==> src/hw/epsc_pkg.sv <==
// Constants, types and sequence memory image of the embedded power sequence controller
package epsc_pkg;

  localparam int MCLK_HZ = 10_000_000;
  localparam int RC_HZ = 32768;
  localparam int TICK_DIV = MCLK_HZ / RC_HZ;
  localparam int TICK_W = $clog2(TICK_DIV);
  localparam int NUM_RES = 16;
  localparam int OTP_DEPTH = 16;
  localparam int NUM_GPIO = 3;
  localparam int GPIO_RES_BASE = 13;

  localparam logic [1:0] CRC_SKIP = 2'h0;
  localparam logic [1:0] CRC_CONT = 2'h1;
  localparam logic [1:0] CRC_VIO = 2'h2;
  localparam logic [1:0] CRC_HOLD = 2'h3;

  typedef enum logic [2:0] {
    off_to_active_seq,
    active_to_off_seq,
    sleep_to_off_seq,
    active_to_sleep_seq,
    sleep_to_active_seq
  } epsc_seq_e;

  typedef enum logic [1:0] {PS_OFF, PS_ACTIVE, PS_SLEEP} epsc_pwr_e;

  typedef struct packed {
    logic last;
    logic vio;
    logic [3:0] addr;
    logic [7:0] data;
  } epsc_entry_s;

  typedef struct packed {
    logic on;
    logic off;
    logic wake;
    logic sleep;
  } epsc_req_s;

  typedef logic [NUM_RES-1:0][7:0] epsc_res_t;

  // Resource 0 is the always-on domain
  localparam epsc_res_t RES_DEFAULT = {{(NUM_RES-1){8'h00}}, 8'h01};

  localparam logic [3:0] SEQ_START [5] = '{4'h0, 4'h5, 4'h8, 4'ha, 4'hc};

  localparam epsc_entry_s OTP_IMAGE [OTP_DEPTH] = '{
    14'h0101, 14'h0201, 14'h1301, 14'h0401, 14'h2d01,
    14'h0d00, 14'h0400, 14'h2300,
    14'h0100, 14'h2300,
    14'h0402, 14'h2e01,
    14'h0401, 14'h2e00,
    14'h2f00, 14'h2f00
  };

  function automatic epsc_entry_s otp_sum_f();
    epsc_entry_s s;
    s = '0;
    for (int i = 0; i < OTP_DEPTH; i++)
    begin
      s = s ^ OTP_IMAGE[i];
    end
    return s;
  endfunction

  localparam epsc_entry_s OTP_SUM = otp_sum_f();

endpackage

==> src/hw/epsc_otp.sv <==
// Sequence memory with integrity scanner
`timescale 1ns/10ps
`default_nettype none
module epsc_otp (
  input wire logic mclk,
  input wire logic resetn,
  input wire logic [3:0] rd_addr,
  output var epsc_pkg::epsc_entry_s rd_entry,
  input wire logic upset,
  input wire logic chk_start,
  output logic chk_done,
  output logic chk_err
);
  import epsc_pkg::*;

  typedef struct packed {
    logic busy;
    logic [3:0] idx;
    epsc_entry_s acc;
    logic done;
    logic err;
  } epsc_otp_s;

  epsc_otp_s r;
  epsc_otp_s n;
  epsc_entry_s mem [OTP_DEPTH];

  // Upset flips one stored bit to model a disturbed fuse
  always_comb
  begin
    for (int i = 0; i < OTP_DEPTH; i++)
    begin
      mem[i] = OTP_IMAGE[i];
    end
    mem[0].data[0] = OTP_IMAGE[0].data[0] ^ upset;
  end

  assign rd_entry = mem[rd_addr];

  always_comb
  begin
    n = r;
    n.done = 1'b0;
    if (chk_start)
    begin
      n.busy = 1'b1;
      n.idx = 4'h0;
      n.acc = '0;
    end
    else if (r.busy)
    begin
      n.acc = r.acc ^ mem[r.idx];
      n.idx = r.idx + 4'h1;
      if (r.idx == 4'(OTP_DEPTH - 1))
      begin
        n.busy = 1'b0;
        n.done = 1'b1;
        n.err = (r.acc ^ mem[r.idx]) != OTP_SUM;
      end
    end
  end

  always_ff @(posedge mclk or negedge resetn)
  begin
    if (!resetn)
      r <= '0;
    else
      r <= n;
  end

  assign chk_done = r.done;
  assign chk_err = r.err;
endmodule
`default_nettype wire

==> src/hw/epsc_core.sv <==
// Embedded power controller: arbitration, power state machine and sequencer
`timescale 1ns/10ps
`default_nettype none
module epsc_core (
  input wire logic mclk,
  input wire logic resetn,
  input wire epsc_pkg::epsc_req_s req_in,
  input wire logic supply_ok_in,
  input wire logic hot_die_in,
  input wire logic crc_en,
  input wire logic [1:0] crc_mode,
  input wire logic otp_upset,
  input wire logic host_wr,
  input wire logic [3:0] host_addr,
  input wire logic [7:0] host_data,
  input wire logic otp_err_clr,
  output var epsc_pkg::epsc_res_t res_q,
  output logic [epsc_pkg::NUM_GPIO-1:0] gpio_en,
  output var epsc_pkg::epsc_pwr_e pwr_state,
  output var epsc_pkg::epsc_seq_e seq_id,
  output logic seq_busy,
  output logic req_reject,
  output logic otp_err_flag
);
  import epsc_pkg::*;

  typedef enum logic [1:0] {SQ_IDLE, SQ_CHECK, SQ_RUN} epsc_sq_e;

  typedef struct packed {
    logic [5:0] sync1;
    logic [5:0] sync2;
    logic [TICK_W-1:0] div;
    logic tick;
    epsc_pwr_e pstate;
    epsc_sq_e sstate;
    epsc_seq_e seq;
    logic [3:0] ptr;
    logic crc_fail;
    logic hold;
    epsc_req_s last_win;
    logic reject;
    logic err_flag;
    logic check_go;
    epsc_res_t res;
  } epsc_core_s;

  localparam epsc_core_s CORE_RST = '{pstate: PS_OFF, sstate: SQ_IDLE, seq: off_to_active_seq,
                                      res: RES_DEFAULT, default: '0};

  // ---------------------------------------------------------------
  // Decoding helpers
  // ---------------------------------------------------------------
  function automatic epsc_req_s arb_f(epsc_req_s q);
    epsc_req_s w;
    w = '0;
    if (q.off)
      w.off = 1'b1;
    else if (q.sleep)
      w.sleep = 1'b1;
    else if (q.wake)
      w.wake = 1'b1;
    else if (q.on)
      w.on = 1'b1;
    return w;
  endfunction

  function automatic logic [3:0] pick_f(epsc_pwr_e ps, epsc_req_s w, logic ok, logic hot, logic hold);
    logic [3:0] p;
    p = 4'h0;
    case (ps)
      PS_OFF:
      begin
        if (w.on && ok && !hot && !hold)
          p = {1'b1, off_to_active_seq};
      end
      PS_ACTIVE:
      begin
        if (w.off)
          p = {1'b1, active_to_off_seq};
        else if (w.sleep)
          p = {1'b1, active_to_sleep_seq};
      end
      PS_SLEEP:
      begin
        if (w.off)
          p = {1'b1, sleep_to_off_seq};
        else if (w.wake)
          p = {1'b1, sleep_to_active_seq};
      end
      default: p = 4'h0;
    endcase
    return p;
  endfunction

  function automatic epsc_pwr_e target_f(epsc_seq_e s);
    epsc_pwr_e t;
    case (s)
      off_to_active_seq: t = PS_ACTIVE;
      sleep_to_active_seq: t = PS_ACTIVE;
      active_to_sleep_seq: t = PS_SLEEP;
      default: t = PS_OFF;
    endcase
    return t;
  endfunction

  epsc_core_s r;
  epsc_core_s n;
  epsc_req_s req_s;
  epsc_req_s win;
  logic ok_s;
  logic hot_s;
  logic [3:0] pick;
  logic go;
  epsc_seq_e go_seq;
  epsc_entry_s entry;
  logic chk_done;
  logic chk_err;

  assign req_s = r.sync2[3:0];
  assign ok_s = r.sync2[4];
  assign hot_s = r.sync2[5];
  assign win = arb_f(req_s);
  assign pick = pick_f(r.pstate, win, ok_s, hot_s, r.hold);
  assign go = pick[3];
  assign go_seq = epsc_seq_e'(pick[2:0]);

  epsc_otp u_otp (
    .mclk(mclk),
    .resetn(resetn),
    .rd_addr(r.ptr),
    .rd_entry(entry),
    .upset(otp_upset),
    .chk_start(r.check_go),
    .chk_done(chk_done),
    .chk_err(chk_err)
  );

  // ---------------------------------------------------------------
  // Next state
  // ---------------------------------------------------------------
  always_comb
  begin
    n = r;
    n.sync1 = {hot_die_in, supply_ok_in, req_in};
    n.sync2 = r.sync1;
    n.tick = 1'b0;
    n.reject = 1'b0;
    n.check_go = 1'b0;
    // Tick divider stands in for the low-frequency oscillator
    if (r.div == TICK_W'(TICK_DIV - 1))
    begin
      n.div = '0;
      n.tick = 1'b1;
    end
    else
      n.div = r.div + TICK_W'(1);
    if (host_wr)
      n.res[host_addr] = host_data;
    if (otp_err_clr)
      n.err_flag = 1'b0;
    if (chk_done && chk_err)
      n.err_flag = 1'b1;
    if (!req_s.on)
      n.hold = 1'b0;
    case (r.sstate)
      SQ_IDLE:
      begin
        n.last_win = win;
        if (go)
        begin
          n.seq = go_seq;
          n.ptr = SEQ_START[go_seq];
          n.crc_fail = 1'b0;
          if (go_seq == off_to_active_seq && crc_en && crc_mode != CRC_SKIP)
          begin
            n.sstate = SQ_CHECK;
            n.check_go = 1'b1;
          end
          else
            n.sstate = SQ_RUN;
        end
        else if (win != '0 && win != r.last_win)
          n.reject = 1'b1;
      end
      SQ_CHECK:
      begin
        if (chk_done)
        begin
          if (chk_err && crc_mode == CRC_HOLD)
          begin
            n.sstate = SQ_IDLE;
            n.hold = 1'b1;
          end
          else
          begin
            n.sstate = SQ_RUN;
            n.crc_fail = chk_err && crc_mode == CRC_VIO;
          end
        end
      end
      SQ_RUN:
      begin
        // Sequencer write overrides a host write to the same resource
        if (r.tick)
        begin
          n.res[entry.addr] = entry.data;
          n.ptr = r.ptr + 4'h1;
          if (entry.last)
          begin
            n.sstate = SQ_IDLE;
            n.pstate = target_f(r.seq);
          end
          else if (r.crc_fail && entry.vio)
          begin
            n.sstate = SQ_IDLE;
            n.hold = 1'b1;
          end
        end
      end
      default: n.sstate = SQ_IDLE;
    endcase
  end

  always_ff @(posedge mclk or negedge resetn)
  begin
    if (!resetn)
      r <= CORE_RST;
    else
      r <= n;
  end

  // ---------------------------------------------------------------
  // Outputs
  // ---------------------------------------------------------------
  assign res_q = r.res;
  assign pwr_state = r.pstate;
  assign seq_id = r.seq;
  assign seq_busy = r.sstate != SQ_IDLE;
  assign req_reject = r.reject;
  assign otp_err_flag = r.err_flag;

  genvar g;
  generate
    for (g = 0; g < NUM_GPIO; g++)
    begin : gen_gpio
      assign gpio_en[g] = r.res[GPIO_RES_BASE + g][0];
    end
  endgenerate

  // ---------------------------------------------------------------
  // Assertions
  // ---------------------------------------------------------------
  localparam int TICK_N = TICK_DIV;
endmodule
`default_nettype wire

==> config.mk <==
export PLATFORM = sky130hd
export DESIGN_NAME = epsc_core
export DESIGN_NICKNAME = d
export VERILOG_FILES = /design/src/hw/epsc_pkg.sv /design/src/hw/epsc_otp.sv /design/src/hw/epsc_core.sv
export SDC_FILE = /design/constraint.sdc
export NUM_CORES = 1
export LEC_CHECK = 0
export ABC_AREA = 1
export BUFFER_PORTS_ARGS = -buffer_cell sky130_fd_sc_hd__buf_2
export CORE_ASPECT_RATIO = 1.4
export CORE_MARGIN = 1.5
export CORE_UTILIZATION = 45
export CTS_CLUSTER_DIAMETER = 50
export DETAILED_ROUTE_END_ITERATION = 10
export PLACE_DENSITY = 0.72
export SYNTH_ARGS = -nofsm -noshare
export SYNTH_HDL_FRONTEND = slang
export SYNTH_SLANG_ARGS = --single-unit
==> constraint.sdc <==
create_clock -name mclk -period 2.5 [get_ports mclk]
set_input_delay 0.25 -clock mclk [delete_from_list [all_inputs] [get_ports mclk]]
set_output_delay 0.25 -clock mclk [all_outputs]
set_load 0.005 [all_outputs]
==> impl_metrics.xml, run 1 <==
<?xml version="1.0" encoding="UTF-8"?>
<metrics>
  <group name="yosys">
    <metric name="syn_area_per_cell" unit="um^2">8.208</metric>
    <metric name="post-synth-top-area-cell" unit="">dfrtp_1</metric>
    <metric name="synth.yosys.seq_area_share" unit="">0.4721</metric>
    <metric name="ys_async_sr_fraction" unit="">1.000</metric>
    <metric name="syn_inst" unit="">1195</metric>
    <metric name="ys_top_cells_by_area" unit="">dfrtp_1 47%, nand2_1 11%, buf_4 11%</metric>
    <metric name="synthesis.nets" unit="">1240</metric>
    <metric name="synth_edf_count" unit="">0</metric>
    <metric name="yosysTopAreaCellShare" unit="">0.4694</metric>
    <metric name="synth_cell_types" unit="">35</metric>
    <metric name="yosys_warnings" unit="">0</metric>
    <metric name="synthFlopType" unit="">dfrtp_1</metric>
    <metric name="syn-cell-area" unit="um^2">9808</metric>
    <metric name="ys_ff_latch" unit="">185</metric>
  </group>
  <group name="placement">
    <metric name="io_buffer_count" unit="">164</metric>
    <metric name="routabilityCongestion" unit="">0.8817</metric>
    <metric name="place.detailed.hpwl" unit="um">17430</metric>
  </group>
  <group name="clock_network">
    <metric name="clkSinkCount" unit="">185</metric>
    <metric name="cts_tree" unit="">built</metric>
    <metric name="clk-insertion-delay-late" unit="ps">440</metric>
    <metric name="cts_inserted_buffers" unit="">17</metric>
    <metric name="root_buffer" unit="">clkbuf_16</metric>
    <metric name="max-clock-path-buffers" unit="">2</metric>
    <metric name="clk_pin_slew" unit="ps">90</metric>
    <metric name="post_cts_resize_count" unit="">0</metric>
    <metric name="htreeDepth" unit="">4</metric>
  </group>
  <group name="global_route">
    <metric name="via_count_of_the_first_global_routing_pass" unit="">7607</metric>
    <metric name="globalRouteMet2Util" unit="">0.3674</metric>
    <metric name="grt_overflow_total" unit="">0</metric>
    <metric name="number_of_antenna_violations_at_the_first_check_in_global_routing" unit="">0</metric>
    <metric name="grt_most_used_layer" unit="">met2</metric>
    <metric name="use_met1" unit="">0.2779</metric>
    <metric name="maximum_number_of_pins_on_one_net_before_global_route_repair" unit="">60</metric>
    <metric name="groute.usage.overall" unit="">0.2191</metric>
    <metric name="grt_first_pass_wirelength" unit="um">39030</metric>
    <metric name="use_met3" unit="">0.03889</metric>
  </group>
  <group name="drt">
    <metric name="viasPerCell" unit="">5.244</metric>
    <metric name="antenna_left" unit="">0</metric>
    <metric name="drt_iter0_markers" unit="">580</metric>
    <metric name="detailroute.via_count" unit="">7877</metric>
    <metric name="drt_drc_violations_left" unit="">0</metric>
    <metric name="drt_pass1_iterations" unit="">5</metric>
    <metric name="drt-total-wl" unit="um">24280</metric>
    <metric name="wl_per_cell" unit="um">16.17</metric>
  </group>
  <group name="worst_setup_path">
    <metric name="worstSetupPathType" unit="">reg -&gt; reg</metric>
    <metric name="r2r_start" unit="">r[137]</metric>
    <metric name="r2r_end" unit="">res_q[46]</metric>
    <metric name="worstSetupStartpointType" unit="">flip-flop</metric>
    <metric name="r2r_cells" unit="">8</metric>
    <metric name="startpoint" unit="">r[137]</metric>
    <metric name="critPathCapture" unit="">res_q[46]</metric>
    <metric name="critPathMaxFanout" unit="">6</metric>
    <metric name="critPathRequiredTime" unit="ps">2830</metric>
    <metric name="crit_path_end_kind" unit="">flip-flop</metric>
    <metric name="regToRegSetupSlack" unit="ps">250</metric>
    <metric name="endpoint_arrival_time_on_the_critical_path" unit="ps">2580</metric>
  </group>
  <group name="floorplanning">
    <metric name="row_count" unit="">63</metric>
    <metric name="io_pins" unit="">165</metric>
    <metric name="fp.dieW" unit="um">127.8</metric>
    <metric name="initial_util" unit="">0.4608</metric>
    <metric name="core" unit="um^2">21280</metric>
    <metric name="area_of_the_die" unit="um^2">22700</metric>
    <metric name="dieHeight" unit="um">177.7</metric>
  </group>
  <group name="layout">
    <metric name="insertedDiodeCount" unit="">0</metric>
    <metric name="drive_gt1_frac" unit="">0.1989</metric>
    <metric name="fin_nets" unit="">1274</metric>
    <metric name="layout-area-overhead-vs-synth" unit="%">8.828</metric>
  </group>
  <group name="timing">
    <metric name="rsz_0062_raised_after_global_routing" unit="">no</metric>
    <metric name="final.setup_skew" unit="ps">15.74</metric>
    <metric name="number_of_hold_violations_in_the_final_report" unit="">0</metric>
    <metric name="tightestPinTransition" unit="ps">667.9</metric>
    <metric name="fmax" unit="MHz">444.0</metric>
    <metric name="fin_crit_sh" unit="">0.9010</metric>
    <metric name="setup_tns" unit="ps">0</metric>
    <metric name="period_minus_slack" unit="ps">2252</metric>
    <metric name="slew_viol_final" unit="">0</metric>
    <metric name="timing.slew.headroom" unit="">0.5547</metric>
    <metric name="setup_violating_endpoint_count_in_the_final_report" unit="">0</metric>
  </group>
  <group name="hold_path">
    <metric name="timing.hold.worst.class" unit="">in -&gt; reg</metric>
  </group>
  <group name="run">
    <metric name="max_cap_violations" unit="">0</metric>
  </group>
  <group name="power_and_ir_drop">
    <metric name="power.leakage" unit="nW">5.328</metric>
    <metric name="report.power.total" unit="mW">8.680</metric>
    <metric name="cell_pwr_density" unit="nW/um^2">813.1</metric>
    <metric name="ir_worst_vdd" unit="uV">480.4</metric>
  </group>
  <group name="outcome">
    <metric name="result_of_the_run" unit="">completed</metric>
  </group>
</metrics>
-- per-layer routing --
metal / wire (um) / vias up / share of wire
met1: 10010 / 3726 / 0.41
met3: 1258 / 57 / 0.052
met5: 0 / - / 0
li1: - / 3832 / -
met4: 821 / 0 / 0.034
met2: 12200 / 262 / 0.50
-- Yosys cell counts (8+ instances only) --
cell type	instances
nor2_1	44
buf_2	12
o21ai_0	103
buf_4	138
a21oi_1	107
nand2_1	282
nand3_1	100
ha_1	19
nand4_1	19
clkbuf_1	29
nand3b_1	8
inv_1	89
dfrtp_1	184
-- timing repair --
action                    4_1_cts  5_1_grt
buffers inserted                0        0
hold endpoints to repair       61        0
hold buffers                    8        0
-- registers in the layout, indices dropped and copies added (netlist names), 2 cells and up --
name       flops
gpio_en        3
r             27
res_q        125
pwr_state      2
u_otp.r       13
seq_id         3
n              6
-- per-stage QoR --
| stage | std cells | hold slack [ps] | util | worst slack [ps] | cell area [um^2] |
|---|---|---|---|---|---|
| 3_5_place_dp | 1462 | 264.8 | 0.4677 | 310.4 | 9955 |
| 2_1_floorplan | 1195 | -45.59 | - | 645.1 | 9808 |
| 4_1_cts | 1502 | 114.6 | 0.5015 | 313.7 | 10670 |
| 3_3_place_gp | 1462 | 271.9 | 0.4677 | 301.6 | 9955 |
| 5_1_grt | 1502 | 161.4 | 0.5015 | 53.63 | 10670 |
| 6_report | 1502 | 124.4 | 0.5015 | 247.6 | 10670 |
-- report_power, final --
part	internal [mW]	switching, mW
Sequential	3.53	0.388
Clock	1.39	1.43
Combinational	0.833	1.11
-- cell type report --
type / instances / area, um^2
inverters: 95 / 356.6
repair buffers: 195 / 1105
multi-input cells: 735 / 3617
fillers: 2003 / 10610
clock inverters: 15 / 214.0
clock buffers: 17 / 425.4
well taps: 260 / 325.3
flip-flops and latches: 185 / 4631
-- worst max-delay path, stage by stage (launching register included) --
cell	delay, ps
dfrtp_1	410
inv_1	130
ha_1	350
o21ai_0	240
o21ai_1	140
nor2_1	360
nand3_1	240
inv_1	220
a21oi_1	70
-- cell usage in the layout (no fill, tap or decap), types with 3 or more instances in the layout --
master         netlist  routed
nand2_1            282     282
dfrtp_1            184     184
buf_2               12     163
a21oi_1            107     107
o21ai_0            103     103
nand3_1            100     100
inv_1               89      89
nor2_1              44      44
buf_4              138      21
nand4_1             19      19
ha_1                19      19
clkbuf_16            0      17
nand3b_1             8       8
clkinv_8             0       8
dlygate4sd3_1        0       8
nor2_2               7       7
mux2i_1              7       7
xor2_1               6       6
nor3_1               7       6
o22ai_1              5       5
inv_2                4       4
or2_2                3       3
inv_12               0       3
inv_6                0       3
-- worst min-delay path by stage --
stage / slack [ps] / endpoint / cells after the start / start
2_1_floorplan: -50 / gpio_en[0] / 0 / resetn
3_3_place_gp: 270 / res_q[18] / 1 / resetn
3_5_place_dp: 260 / res_q[7] / 1 / resetn
4_1_cts: 110 / r[136] / 4 / crc_mode[0]
5_1_grt: 160 / r[136] / 4 / crc_mode[0]
6_report: 120 / r[136] / 4 / crc_mode[0]
-- cells by family (layout without fill, tap and decap cells) --
kind of cell	count (synthesis)	after routing	share of synthesized area
compound gates	220	220	0.1144
mux	9	9	0.009440
buf+inv	275	322	0.1596
xor+xnor	6	6	0.005358
fa+ha+maj	19	19	0.02424
simple gates	481	481	0.2148
flops	185	185	0.4721
No activity file was read; power rests on OpenSTA's default activity.
==> run 2, diff against run 1 <==
BUFFER_PORTS_ARGS = not set   (was -buffer_cell sky130_fd_sc_hd__buf_2)
CTS_CLUSTER_SIZE = 24   (was not set)
DONT_BUFFER_PORTS = 1   (was not set)
PLACE_DENSITY = 0.66   (was 0.72)
SLEW_MARGIN = 10   (was not set)
==> run 2 against run 1 <==
Effect of this change: the run now ends with negative hold slack left; utilization fell by 3.9 points; critical path depth did not move; register-to-register slack got worse by 30 ps; clock-buffer cell count is 3 higher; via count down 8.9%; sequential power increased by 4%; total power down 5.3%; clock power is essentially flat; final cell count decreased by 11%; sequential cell count unchanged.
==> impl_metrics.xml, run 2 (same netlist as run 1, synthesis figures left out) <==
<?xml version="1.0" encoding="UTF-8"?>
<metrics>
  <group name="outcome">
    <metric name="result_of_the_run" unit="">finished with violations</metric>
    <metric name="violations_in_the_final_reports" unit="">negative hold slack</metric>
  </group>
  <group name="layout">
    <metric name="layout-area-overhead-vs-synth" unit="%">0.3062</metric>
    <metric name="max_ffs_per_register" unit="">125</metric>
    <metric name="drive_gt1_frac" unit="">0.06852</metric>
    <metric name="fin_nets" unit="">1112</metric>
    <metric name="layoutNonFillerInstCount" unit="">1343</metric>
    <metric name="final_common_cell" unit="">nand2_1</metric>
    <metric name="util_after_layout" unit="">0.4623</metric>
    <metric name="design_area" unit="um^2">9838</metric>
    <metric name="number_of_fillers_in_the_final_layout" unit="">2041</metric>
    <metric name="layout.cells.most_common_list" unit="">282 x nand2_1, 184 x dfrtp_1, 107 x a21oi_1</metric>
  </group>
  <group name="timing">
    <metric name="fin_crit_sh" unit="">0.9132</metric>
    <metric name="hold-worst-slack" unit="ps">-486.6</metric>
    <metric name="rsz_0062_raised_after_global_routing" unit="">no</metric>
    <metric name="tightestPinTransition" unit="ps">1064</metric>
    <metric name="number_of_hold_violations_in_the_final_report" unit="">185</metric>
    <metric name="setup_violating_endpoint_count_in_the_final_report" unit="">0</metric>
    <metric name="setup_tns" unit="ps">0</metric>
    <metric name="slew_viol_final" unit="">0</metric>
    <metric name="final.setup_skew" unit="ps">12.83</metric>
    <metric name="fmax" unit="MHz">438.0</metric>
    <metric name="period_minus_slack" unit="ps">2283</metric>
    <metric name="timing.slew.headroom" unit="">0.2886</metric>
  </group>
  <group name="worst_setup_path">
    <metric name="critical_path_buf_inv_count" unit="">2</metric>
    <metric name="critPathCapture" unit="">res_q[42]</metric>
    <metric name="cp_slowest_cell" unit="">dfrtp_1</metric>
    <metric name="r2r_start" unit="">r[137]</metric>
    <metric name="r2r_end" unit="">res_q[42]</metric>
    <metric name="endpoint_arrival_time_on_the_critical_path" unit="ps">2590</metric>
    <metric name="critical_path_stages" unit="">8</metric>
    <metric name="crit_family" unit="">simple AND/OR/NAND/NOR gates</metric>
    <metric name="series_of_cell_instances_along_the_critical_path" unit="">inv_1 -&gt; ha_1 -&gt; o21ai_0 -&gt; o21ai_1 -&gt; nor2_1 -&gt; nand3_1 -&gt; inv_1 -&gt; a21oi_1</metric>
    <metric name="crit_path_max_cell_delay" unit="ps">400</metric>
    <metric name="worstSetupStartpointType" unit="">flip-flop</metric>
    <metric name="startpoint" unit="">r[137]</metric>
    <metric name="regToRegSetupSlack" unit="ps">220</metric>
    <metric name="critPathMaxFanout" unit="">6</metric>
    <metric name="worstSetupPathType" unit="">reg -&gt; reg</metric>
    <metric name="timing.critical_path.mode_cell" unit="">inv_1</metric>
    <metric name="r2r_cells" unit="">8</metric>
    <metric name="critPathRequiredTime" unit="ps">2810</metric>
    <metric name="crit_path_end_kind" unit="">flip-flop</metric>
  </group>
  <group name="clock_network">
    <metric name="cts_tree" unit="">built</metric>
    <metric name="post_cts_resize_count" unit="">0</metric>
    <metric name="htreeDepth" unit="">4</metric>
    <metric name="cts_inserted_buffers" unit="">17</metric>
    <metric name="postCtsSetupRepairBufs" unit="">0</metric>
    <metric name="max-clock-path-buffers" unit="">2</metric>
    <metric name="clk_pin_slew" unit="ps">70</metric>
    <metric name="root_buffer" unit="">clkbuf_16</metric>
    <metric name="cts_hold_repair.buffers" unit="">17</metric>
    <metric name="clk-insertion-delay-late" unit="ps">430</metric>
    <metric name="clkSinkCount" unit="">185</metric>
  </group>
  <group name="floorplanning">
    <metric name="row_count" unit="">63</metric>
    <metric name="core" unit="um^2">21280</metric>
    <metric name="dieHeight" unit="um">177.7</metric>
    <metric name="io_pins" unit="">165</metric>
    <metric name="initial_util" unit="">0.4608</metric>
    <metric name="area_of_the_die" unit="um^2">22700</metric>
    <metric name="fp.dieW" unit="um">127.8</metric>
  </group>
  <group name="global_route">
    <metric name="grt_overflow_total" unit="">0</metric>
    <metric name="grt_first_pass_wirelength" unit="um">38480</metric>
    <metric name="groute.usage.overall" unit="">0.2198</metric>
    <metric name="maximum_number_of_pins_on_one_net_before_global_route_repair" unit="">186</metric>
    <metric name="via_count_of_the_first_global_routing_pass" unit="">6930</metric>
    <metric name="number_of_antenna_violations_at_the_first_check_in_global_routing" unit="">1</metric>
  </group>
  <group name="drt">
    <metric name="drt_drc_violations_left" unit="">0</metric>
    <metric name="detailroute.via_count" unit="">7179</metric>
    <metric name="drt_pass1_iterations" unit="">5</metric>
    <metric name="drt-total-wl" unit="um">24580</metric>
    <metric name="antenna_left" unit="">0</metric>
    <metric name="wl_per_cell" unit="um">18.30</metric>
    <metric name="drt_iter0_markers" unit="">501</metric>
    <metric name="viasPerCell" unit="">5.345</metric>
  </group>
  <group name="power_and_ir_drop">
    <metric name="cell_pwr_density" unit="nW/um^2">835.2</metric>
    <metric name="power.leakage" unit="nW">4.580</metric>
    <metric name="report.power.total" unit="mW">8.216</metric>
    <metric name="ir_worst_vdd" unit="uV">473.2</metric>
  </group>
  <group name="placement">
    <metric name="routabilityCongestion" unit="">0.8560</metric>
    <metric name="place.detailed.hpwl" unit="um">16590</metric>
    <metric name="io_buffer_count" unit="">0</metric>
    <metric name="postPlaceCellArea" unit="um^2">9050</metric>
    <metric name="post-place-cells" unit="">1291</metric>
  </group>
  <group name="run">
    <metric name="max_cap_violations" unit="">0</metric>
  </group>
  <group name="hold_path">
    <metric name="timing.hold.worst.class" unit="">in -&gt; async</metric>
  </group>
</metrics>
-- run 2: cell types whose count changed in the layout (fill, tap and decap cells not counted), moves of 2 or more --
cell,delta
bufinv_16,+3
inv_12,-3
clkinv_8,-8
dlygate4sd3_1,+9
buf_12,-2
clkbuf_1,+2
diode_2,+3
buf_4,-5
buf_2,-163
clkinv_4,+3
-- run 2: worst min-delay path by stage --
stage	from	endpoint	slack (ps)	cells after the start
after floorplan	resetn	gpio_en[0]	-50	0
after global placement	resetn	res_q[19]	-40	0
after detailed placement	resetn	res_q[18]	-40	0
after CTS	resetn	res_q[18]	-500	0
after global routing	resetn	res_q[7]	-510	0
final	resetn	res_q[106]	-490	0
-- run 2: layout make-up --
class,count,area [um^2],share of cell area
Clock inverter,12,163.9,0.01666
Clock buffer,20,446.7,0.04540
Timing Repair Buffer,33,290.3,0.02951
Multi-Input combinational cell,735,3617,0.3677
Sequential cell,185,4631,0.4707
Antenna cell,3,7.507,0.0007631
Tap cell,260,325.3,0.03307
Inverter,95,356.6,0.03625
-- run 2: where the power goes --
part	internal [mW]	leakage [nW]	total [mW]	switching, mW
logic	0.530	1.96	1.35	0.815
registers	3.53	2.32	4.06	0.523
clock network	1.62	0.296	2.82	1.20
-- run 2: stage by stage --
step	hold WS (ps)	setup slack (ps)
after detailed placement	-42.06	224.3
final	-486.6	217.0
after global routing	-508.3	0.4003
after global placement	-40.69	273.0
after CTS	-504.1	196.9
after floorplan	-45.59	645.1
-- run 2: routing by layer --
| metal | GRT usage | share of wire | vias up |
|---|---|---|---|
| met5 | 0 | 0 | - |
| met3 | 0.06813 | 0.078 | 45 |
| li1 | - | - | 3507 |
| met4 | 0.08474 | 0.025 | 0 |
| met2 | 0.3728 | 0.50 | 243 |
| met1 | 0.2598 | 0.40 | 3384 |
